==> src/vpd_consts.svh <==
`ifndef VPD_CONSTS_SVH
`define VPD_CONSTS_SVH
// port addresses
`define VPD_PORT_MB_EN      16'h0094
`define VPD_PORT_SHARED_EN  16'h0102
`define VPD_PORT_MB_EN_ALT  16'h03C3
`define VPD_PORT_ADP_EN     16'h46E8
`define VPD_PORT_STAT0_MISC 16'h03C2
`define VPD_PORT_MISC_RD    16'h03CC
`define VPD_PORT_FEAT_RD    16'h03CA
`define VPD_PORT_CRT_IDX_C  16'h03D4
`define VPD_PORT_CRT_DAT_C  16'h03D5
`define VPD_PORT_STAT1_C    16'h03DA
`define VPD_PORT_CRT_IDX_M  16'h03B4
`define VPD_PORT_CRT_DAT_M  16'h03B5
`define VPD_PORT_STAT1_M    16'h03BA
// field positions
`define VPD_MB_SETUP_BIT    5
`define VPD_MB_ENABLE_BIT   3
`define VPD_ADP_SETUP_BIT   4
`define VPD_SHARED_EN_BIT   0
`define VPD_MISC_COLOR_BIT  0
// crt index range and count
`define VPD_CRT_LAST_IDX    5'h1D
`define VPD_CRT_NREG        30
// reset values
`define VPD_RST_BYTE        8'h00
`define VPD_RST_ADP_EN      8'h10
`endif

==> src/vpd_pkg.sv <==
package vpd_pkg;
  typedef logic [15:0] vpd_addr_t;
  typedef logic [7:0]  vpd_byte_t;
  typedef enum logic [1:0] {
    VPD_IDLE = 2'b00,
    VPD_ANS  = 2'b01
  } vpd_state_t;
endpackage

==> src/vpd_decode.sv <==
`timescale 1ns/100ps
`include "vpd_consts.svh"
module vpd_decode
  import vpd_pkg::*;
(
  // clock and reset
  input  wire logic          REF_CLK_I,
  input  wire logic          RST_I,
  // configuration strap
  input  wire logic          MOTHERBOARD_I,
  // host byte io cycle
  input  wire logic          IO_RD_I,
  input  wire logic          IO_WR_I,
  input  vpd_pkg::vpd_addr_t IO_ADDR_I,
  input  vpd_pkg::vpd_byte_t IO_WDATA_I,
  // host answer
  output vpd_pkg::vpd_byte_t IO_RDATA_O,
  output logic               IO_RDATA_OE_O,
  output logic               IO_CLAIM_O,
  // status inputs from display logic
  input  vpd_pkg::vpd_byte_t STAT0_I,
  input  vpd_pkg::vpd_byte_t STAT1_I,
  // decode gate to rest of chip
  output logic               DECODE_EN_O,
  output logic               COLOR_MODE_O
);
  import vpd_pkg::*;

  typedef struct packed {
    vpd_byte_t  mb_en;
    vpd_byte_t  shared_en;
    vpd_byte_t  adp_en;
    vpd_byte_t  misc;
    vpd_byte_t  feat;
    vpd_byte_t  crt_idx;
    vpd_byte_t  rdata;
    logic       rdata_oe;
    logic       claim;
    logic       dec_en;
    logic       color;
    vpd_state_t state;
  } vpd_st_t;

  vpd_st_t st_reg;
  vpd_st_t st_next;

  ////////////////////////////////////////////////////////////////////////////
  // address decode
  logic      mb;
  logic      en;
  logic      shared_open;
  logic      hit_mb;
  logic      hit_alt;
  logic      hit_adp;
  logic      hit_shr;
  logic      hit_s0;
  logic      hit_misc_rd;
  logic      hit_feat_rd;
  logic      hit_cidx;
  logic      hit_cdat;
  logic      hit_s1;
  logic      crt_wr;
  vpd_byte_t crt_rdata;

  assign mb  = MOTHERBOARD_I;
  assign en  = st_reg.dec_en;
  // unlocked only with adaptor setup high and motherboard setup low
  assign shared_open = st_reg.adp_en[`VPD_ADP_SETUP_BIT] & ~st_reg.mb_en[`VPD_MB_SETUP_BIT];
  assign hit_mb  = mb & (IO_ADDR_I == `VPD_PORT_MB_EN);
  assign hit_alt = mb & (IO_ADDR_I == `VPD_PORT_MB_EN_ALT);
  assign hit_adp = ~mb & (IO_ADDR_I == `VPD_PORT_ADP_EN);
  assign hit_shr = shared_open & (IO_ADDR_I == `VPD_PORT_SHARED_EN);
  // gated vga ports only respond while decoding is on
  assign hit_s0      = en & (IO_ADDR_I == `VPD_PORT_STAT0_MISC);
  assign hit_misc_rd = en & (IO_ADDR_I == `VPD_PORT_MISC_RD);
  assign hit_feat_rd = en & (IO_ADDR_I == `VPD_PORT_FEAT_RD);
  // mono/colour placement follows misc bit 0
  assign hit_cidx = en & (IO_ADDR_I == (st_reg.color ? `VPD_PORT_CRT_IDX_C : `VPD_PORT_CRT_IDX_M));
  assign hit_cdat = en & (IO_ADDR_I == (st_reg.color ? `VPD_PORT_CRT_DAT_C : `VPD_PORT_CRT_DAT_M));
  assign hit_s1   = en & (IO_ADDR_I == (st_reg.color ? `VPD_PORT_STAT1_C : `VPD_PORT_STAT1_M));
  assign crt_wr   = IO_WR_I & hit_cdat & (st_reg.crt_idx <= 8'(`VPD_CRT_LAST_IDX));

  ////////////////////////////////////////////////////////////////////////////
  // indexed crt data bank
  vpd_crt_bank u_crt (
    .clk_i   (REF_CLK_I),
    .rst_i   (RST_I),
    .wr_i    (crt_wr),
    .idx_i   (st_reg.crt_idx[4:0]),
    .wdata_i (IO_WDATA_I),
    .rdata_o (crt_rdata)
  );

  ////////////////////////////////////////////////////////////////////////////
  // next state: writes, read mux, answer strobes
  always_comb begin
    st_next = st_reg;
    st_next.rdata_oe = 1'b0;
    st_next.claim    = 1'b0;
    st_next.state    = VPD_IDLE;
    if (IO_WR_I) begin
      if (hit_mb || hit_alt) begin
        st_next.mb_en = IO_WDATA_I;
      end
      if (hit_adp) begin
        st_next.adp_en = IO_WDATA_I;
      end
      if (hit_shr) begin
        st_next.shared_en = IO_WDATA_I;
      end
      if (hit_s0) begin
        st_next.misc = IO_WDATA_I;
      end
      if (hit_s1) begin
        st_next.feat = IO_WDATA_I;
      end
      if (hit_cidx) begin
        st_next.crt_idx = IO_WDATA_I;
      end
      st_next.claim = hit_mb | hit_alt | hit_adp | hit_shr | hit_s0 | hit_s1 | hit_cidx | hit_cdat;
    end else if (IO_RD_I) begin
      st_next.claim    = 1'b1;
      st_next.rdata_oe = 1'b1;
      st_next.state    = VPD_ANS;
      if (hit_mb || hit_alt) begin
        st_next.rdata = st_reg.mb_en;
      end else if (hit_adp) begin
        st_next.rdata = st_reg.adp_en;
      end else if (hit_shr) begin
        st_next.rdata = st_reg.shared_en;
      end else if (hit_s0) begin
        st_next.rdata = STAT0_I;
      end else if (hit_misc_rd) begin
        st_next.rdata = st_reg.misc;
      end else if (hit_feat_rd) begin
        st_next.rdata = st_reg.feat;
      end else if (hit_s1) begin
        st_next.rdata = STAT1_I;
      end else if (hit_cidx) begin
        st_next.rdata = st_reg.crt_idx;
      end else if (hit_cdat) begin
        // bank sees only five index bits, so high indices would alias
        st_next.rdata = (st_reg.crt_idx <= 8'(`VPD_CRT_LAST_IDX)) ? crt_rdata : `VPD_RST_BYTE;
      end else begin
        // nothing claimed: leave bus to others
        st_next.claim    = 1'b0;
        st_next.rdata_oe = 1'b0;
        st_next.state    = VPD_IDLE;
        st_next.rdata    = `VPD_RST_BYTE;
      end
    end
    // with the motherboard strap both enable paths must agree, adaptor uses 102 alone; gate updated from the new values
    case (mb)
      1'b1: st_next.dec_en = st_next.mb_en[`VPD_MB_SETUP_BIT] & st_next.mb_en[`VPD_MB_ENABLE_BIT]
                             & st_next.shared_en[`VPD_SHARED_EN_BIT];
      1'b0: st_next.dec_en = st_next.shared_en[`VPD_SHARED_EN_BIT];
      default: st_next.dec_en = 1'b0;
    endcase
    st_next.color = st_next.misc[`VPD_MISC_COLOR_BIT];
  end

  ////////////////////////////////////////////////////////////////////////////
  // state register; only the adaptor enable comes up with its setup bit set, so software can reach port 102
  always_ff @(posedge REF_CLK_I) begin
    if (RST_I) begin
      st_reg          <= '0;
      st_reg.adp_en   <= `VPD_RST_ADP_EN;
    end else begin
      st_reg <= st_next;
    end
  end

  assign IO_RDATA_O    = st_reg.rdata;
  assign IO_RDATA_OE_O = st_reg.rdata_oe;
  assign IO_CLAIM_O    = st_reg.claim;
  assign DECODE_EN_O   = st_reg.dec_en;
  assign COLOR_MODE_O  = st_reg.color;

  ////////////////////////////////////////////////////////////////////////////
  // checks
  mb_gate_a: assert property (@(posedge REF_CLK_I) disable iff (RST_I)
    MOTHERBOARD_I && !st_reg.mb_en[5] |-> !DECODE_EN_O) else $error("decode on with 94 bit5 low");
  shared_gate_a: assert property (@(posedge REF_CLK_I) disable iff (RST_I)
    !st_reg.shared_en[0] |-> !DECODE_EN_O) else $error("decode on with 102 bit0 low");
  shared_lock_a: assert property (@(posedge REF_CLK_I) disable iff (RST_I)
    IO_WR_I && IO_ADDR_I == 16'h0102 && !shared_open && $stable(MOTHERBOARD_I)
    |=> $stable(st_reg.shared_en)) else $error("locked 102 changed");
  adp_ignore_a: assert property (@(posedge REF_CLK_I) disable iff (RST_I)
    !MOTHERBOARD_I && IO_WR_I && IO_ADDR_I == 16'h0094 |=> $stable(st_reg.mb_en))
    else $error("adaptor took 94 write");
  mb_no46_a: assert property (@(posedge REF_CLK_I) disable iff (RST_I)
    MOTHERBOARD_I && (IO_RD_I || IO_WR_I) && IO_ADDR_I == 16'h46E8 |=> !IO_CLAIM_O)
    else $error("motherboard claimed 46E8");
  idx_write_a: assert property (@(posedge REF_CLK_I) disable iff (RST_I)
    IO_WR_I && hit_cidx |=> st_reg.crt_idx == $past(IO_WDATA_I)) else $error("crt index lost");
  misc_read_a: assert property (@(posedge REF_CLK_I) disable iff (RST_I)
    IO_RD_I && !IO_WR_I && hit_misc_rd |=> IO_RDATA_O == st_reg.misc && IO_RDATA_OE_O)
    else $error("3CC readback");
  stat1_read_a: assert property (@(posedge REF_CLK_I) disable iff (RST_I)
    IO_RD_I && !IO_WR_I && hit_s1 |=> IO_RDATA_O == $past(STAT1_I)) else $error("status1 read");
  color_sel_a: assert property (@(posedge REF_CLK_I) disable iff (RST_I)
    IO_WR_I && hit_s0 |=> COLOR_MODE_O == $past(IO_WDATA_I[0])) else $error("placement not misc bit0");
  quiet_off_a: assert property (@(posedge REF_CLK_I) disable iff (RST_I)
    !DECODE_EN_O && IO_RD_I && IO_ADDR_I == 16'h03CC |=> !IO_RDATA_OE_O) else $error("drove while off");
  mb_bit3_a: assert property (@(posedge REF_CLK_I) disable iff (RST_I)
    MOTHERBOARD_I && !st_reg.mb_en[3] |-> !DECODE_EN_O) else $error("decode on with 94 bit3 low");
  // a gated port must not be claimed either, or the bus sees two answers
  claim_off_a: assert property (@(posedge REF_CLK_I) disable iff (RST_I)
    !DECODE_EN_O && IO_RD_I && !IO_WR_I && IO_ADDR_I == 16'h03C2 |=> !IO_CLAIM_O)
    else $error("claimed while off");
endmodule

==> src/vpd_crt_bank.sv <==
`timescale 1ns/100ps
`include "vpd_consts.svh"
// indexed crt controller data registers, 00..1D
module vpd_crt_bank
  import vpd_pkg::*;
(
  // clock and reset
  input  wire logic      clk_i,
  input  wire logic      rst_i,
  // access
  input  wire logic      wr_i,
  input  wire logic [4:0] idx_i,
  input  vpd_pkg::vpd_byte_t wdata_i,
  output vpd_pkg::vpd_byte_t rdata_o
);
  import vpd_pkg::*;

  typedef struct packed {
    logic [`VPD_CRT_NREG-1:0][7:0] regs;
  } vpd_crt_st_t;
  vpd_crt_st_t st_reg;
  vpd_crt_st_t st_next;

  // one write port; indices 00..18 standard timing, 19..1D extensions
  always_comb begin
    st_next = st_reg;
    for (int i = 0; i < `VPD_CRT_NREG; i++) begin
      if (wr_i && idx_i == 5'(i)) begin
        st_next.regs[i] = wdata_i;
      end
    end
  end

  always_ff @(posedge clk_i) begin
    if (rst_i) begin
      st_reg <= '0;
    end else begin
      st_reg <= st_next;
    end
  end

  // out-of-range indices read zero
  assign rdata_o = (idx_i <= `VPD_CRT_LAST_IDX) ? st_reg.regs[idx_i] : `VPD_RST_BYTE;
endmodule

==> config.mk <==
export PLATFORM = sky130hd
export DESIGN_NAME = vpd_decode
export DESIGN_NICKNAME = d
export VERILOG_FILES = /design/src/vpd_pkg.sv /design/src/vpd_decode.sv /design/src/vpd_crt_bank.sv
export VERILOG_INCLUDE_DIRS = /design/src
export SDC_FILE = /design/constraint.sdc
export NUM_CORES = 1
export LEC_CHECK = 0
export BUFFER_PORTS_ARGS = -buffer_cell sky130_fd_sc_hd__buf_2
export CORE_AREA = 5 5 192 194
export CTS_CLUSTER_DIAMETER = 120
export CTS_CLUSTER_SIZE = 25
export DETAILED_ROUTE_END_ITERATION = 16
export DIE_AREA = 0 0 197 199
export PLACE_DENSITY = 0.65
export SYNTH_ARGS = -nofsm -noshare
export SYNTH_HDL_FRONTEND = slang
export SYNTH_SLANG_ARGS = --single-unit
==> constraint.sdc <==
create_clock -name REF_CLK_I -period 2.61 [get_ports REF_CLK_I]
set_input_delay 0.261 -clock REF_CLK_I [delete_from_list [all_inputs] [get_ports REF_CLK_I]]
set_output_delay 0.261 -clock REF_CLK_I [all_outputs]
set_load 0.02 [all_outputs]
==> impl_metrics.csv <==
group,metric,value,unit
floorplanning,core_area,0.0351,mm2
clock_tree,htree_levels,1,
clock_tree,clock_latency,500,ps
grt,grt_usage,19.9,%
power,peakVddDrop,0.420,mV
synthesis,synthArstFlopShare,0,%
timing,setup_slack,55.7,ps
drt,routed_via_density,5.78,
timing,finalClockSkew,15.4,ps
synthesis,synth_warnings,0,
placed_design,place_area,0.0150,mm2
synthesis,synth_cell_types,62,
synthesis,ys_seq_elements,299,
drt,drt_wl_total,40700,um
synthesis,syn_inst,1556,
timing,maxSlewHeadroom,33.3,%
power,power_density,476,mW/mm2
floorplanning,die_area,0.0392,mm2
placed_design,gp_congestion,0.928,
critical_path,cp-start-kind,"register",
clock_tree,clk_pin_slew_worst_paths,100,ps
critical_path,critPathKind,"register to register",
floorplanning,die_h,199,um
drt,drt_pass1_iterations,7,
timing,drv_slew,0,
timing,maxClockFrequency,0.391,GHz
placed_design,place_inst,2028,
floorplanning,ios,57,
layout,largest_reg_flops,240,
floorplanning,die_x,197,um
layout,final_cell_area,0.0155,mm2
flow_run,maxCapViolations,0,
layout,drive_gt1_share,17.4,%
layout,stdcell_count,2051,
drt,wl_per_cell,19.8,um
critical_path,crit_required,2980,ps
grt,grt_overflow_total,0,
drt,vias,11852,
synthesis,syn_area,0.0138,mm2
placed_design,dp_slack,-9.39,ps
synthesis,syn-num-nets,1601,
drt,drc,0,
clock_tree,cts_inserted_buffers,15,
timing,setup_viol,0,
layout,diodes,0,
grt,antenna_found_initial,0,
timing,final_hold_viol_count,0,
hold_path,hold_class,"input port to register",
layout,area_delta_synth_final,11.9,%
grt,first_global_vias,11292,
critical_path,critPathMaxFanout,12,
timing,rsz0062_at_grt,"no",
clock_tree,clock-sinks,299,
clock_tree,cts_tree,"built",
timing,finalCritPeriodShare,97.9,%
grt,grt_pass1_wl,63300,um
floorplanning,floorplan.initialDensity,39.5,%
placed_design,io_buffers,56,
synthesis,synth_edf_count,0,
grt,grt_max_degree,167,
layout,nets,1635,
critical_path,cp-end-kind,"register",
drt,drt_iter0_drc,1114,
synthesis,synthFlopType,"dfxtp_1",
floorplanning,core.rowCount,69,
critical_path,worstPathArrival,2920,ps
critical_path,rrSetupSlack,60,ps
timing,fin_crit,2550,ps
timing,tightestPinTransition,1000,ps
synthesis,synth_seq_area_share,43.3,%
status,outcome,"completed",
clock_tree,cts_buffer_depth,3,
clock_tree,cts_root_buf,"clkbuf_16",
placed_design,place_hpwl,27400,um
drt,drt.antenna.violating_nets,0,
timing,hold-worst-slack,29.6,ps
synthesis,syn_area_per_cell,8.89,um2
power,leakagePower,0.00563,uW
## power by group
part           internal (uW)  switching, uW  total [uW]
logic                   67.7            243         311
clock network           1050           1440        2500
registers               4560           1.27        4560
total                   5680           1690        7370
## critical path, stage by stage (launching register included)
cell and delay (ps):
dfxtp_4 530, buf_12 180, buf_4 170, mux4_2 520, o22ai_1 370, o221ai_1 190, o2111ai_1 140, and3_1 230
o22ai_1 70
## cell usage after synthesis, types with 3 or more instances
cell type,number,area share (%)
a22oi_1,8,0.43
dfxtp_1,299,43
inv_1,4,0.11
nor2b_1,7,0.32
nor2_1,127,3.4
buf_4,15,0.81
a21oi_1,197,7.1
nand4_1,4,0.18
mux2i_1,109,7.9
nand4_2,4,0.36
clkbuf_1,98,2.7
a221oi_1,18,1.1
nand4b_1,5,0.32
nand3_2,5,0.36
or3_1,6,0.27
mux4_1,7,1.3
nand2b_1,11,0.50
nand2_1,257,7.0
and3_1,12,0.54
o22ai_1,13,0.59
nor2_2,6,0.27
o2111ai_1,5,0.32
nor4_1,3,0.14
nand3_1,89,3.2
buf_2,21,0.76
o221ai_1,12,0.76
buf_1,14,0.38
o31a_1,5,0.32
or2_2,3,0.14
nor3_1,12,0.43
mux2_2,18,1.5
or2_1,4,0.18
o21ai_0,68,2.5
nor3b_1,4,0.22
o2bb2ai_1,5,0.32
mux4_2,47,7.7
## worst paths after layout
kind | start | endpoint | cells after the start
worst max-delay path | st_reg[15] | IO_RDATA_O[0] | 8
worst min-delay path | RST_I | IO_RDATA_O[4] | 2
worst max register to register | st_reg[15] | IO_RDATA_O[0] | 8
worst min register to register | u_crt.st_reg[184] | u_crt.st_reg[184] | 2
## area by class of cell
type                    instances  area [um2]
well taps                     461         577
repair buffers                166        1290
fillers                      3393       19600
inverters                       5        18.8
clock buffers                  17         383
multi-input cells            1103        7220
flip-flops and latches        299        5990
## placed cells by master, fill, tap and decap left out, types with 4 or more instances in the layout
master / instances
mux4_1: 7
nor2b_1: 7
inv_1: 4
o2bb2ai_1: 5
o2111ai_1: 5
o21ai_0: 68
mux2_2: 18
nand4_2: 4
or3_1: 6
nand4_1: 4
clkbuf_16: 15
nor3_1: 10
nand3_1: 89
mux2i_1: 109
or2_1: 4
nand2b_1: 11
nor2_2: 6
mux4_2: 47
nor2_1: 127
o22ai_1: 13
and3_1: 12
o221ai_1: 12
dfxtp_1: 297
o31a_1: 5
buf_4: 94
buf_12: 13
nand3_2: 5
a22oi_1: 8
buf_2: 55
nand4b_1: 5
a221oi_1: 18
a21oi_1: 197
nand2_1: 257
## repair_timing
item                                    CTS  global route
buffers inserted                          0             5
endpoints found under the setup margin    3            10
gates resized for setup                   1             3
hold buffers                              1             0
hold endpoints to repair                  1             0
## cells by family after synthesis
family	count (synthesis)	share of synthesized area, %
flip-flops	299	43.3
buffers and inverters	154	4.83
AND/OR/NAND/NOR	573	18.9
multiplexers	182	18.4
AO/OA/AOI/OAI	348	14.6
## stage by stage
| stage | util (%) | TNS, ps | total power (uW) |
|---|---|---|---|
| floorplan | - | 0 | 4840 |
| global placement | 42.8 | 0 | 4970 |
| detailed placement | 42.8 | -9.39 | 4970 |
| CTS | 44.0 | 0 | 7410 |
| global route | 44.2 | 0 | 7610 |
| finish | 44.2 | 0 | 7370 |
## metal layers
metal / routed length (um) / GRT usage (%) / part of all wire [%] / up-vias
li1: - / - / - / 5571
met1: 17800 / 27.0 / 44 / 5821
met2: 19300 / 33.3 / 47 / 387
met3: 2300 / 2.13 / 5.6 / 73
met4: 1360 / 6.78 / 3.3 / 0
met5: 0 / 0 / 0 / -
Power figures use the tool's default switching activity.
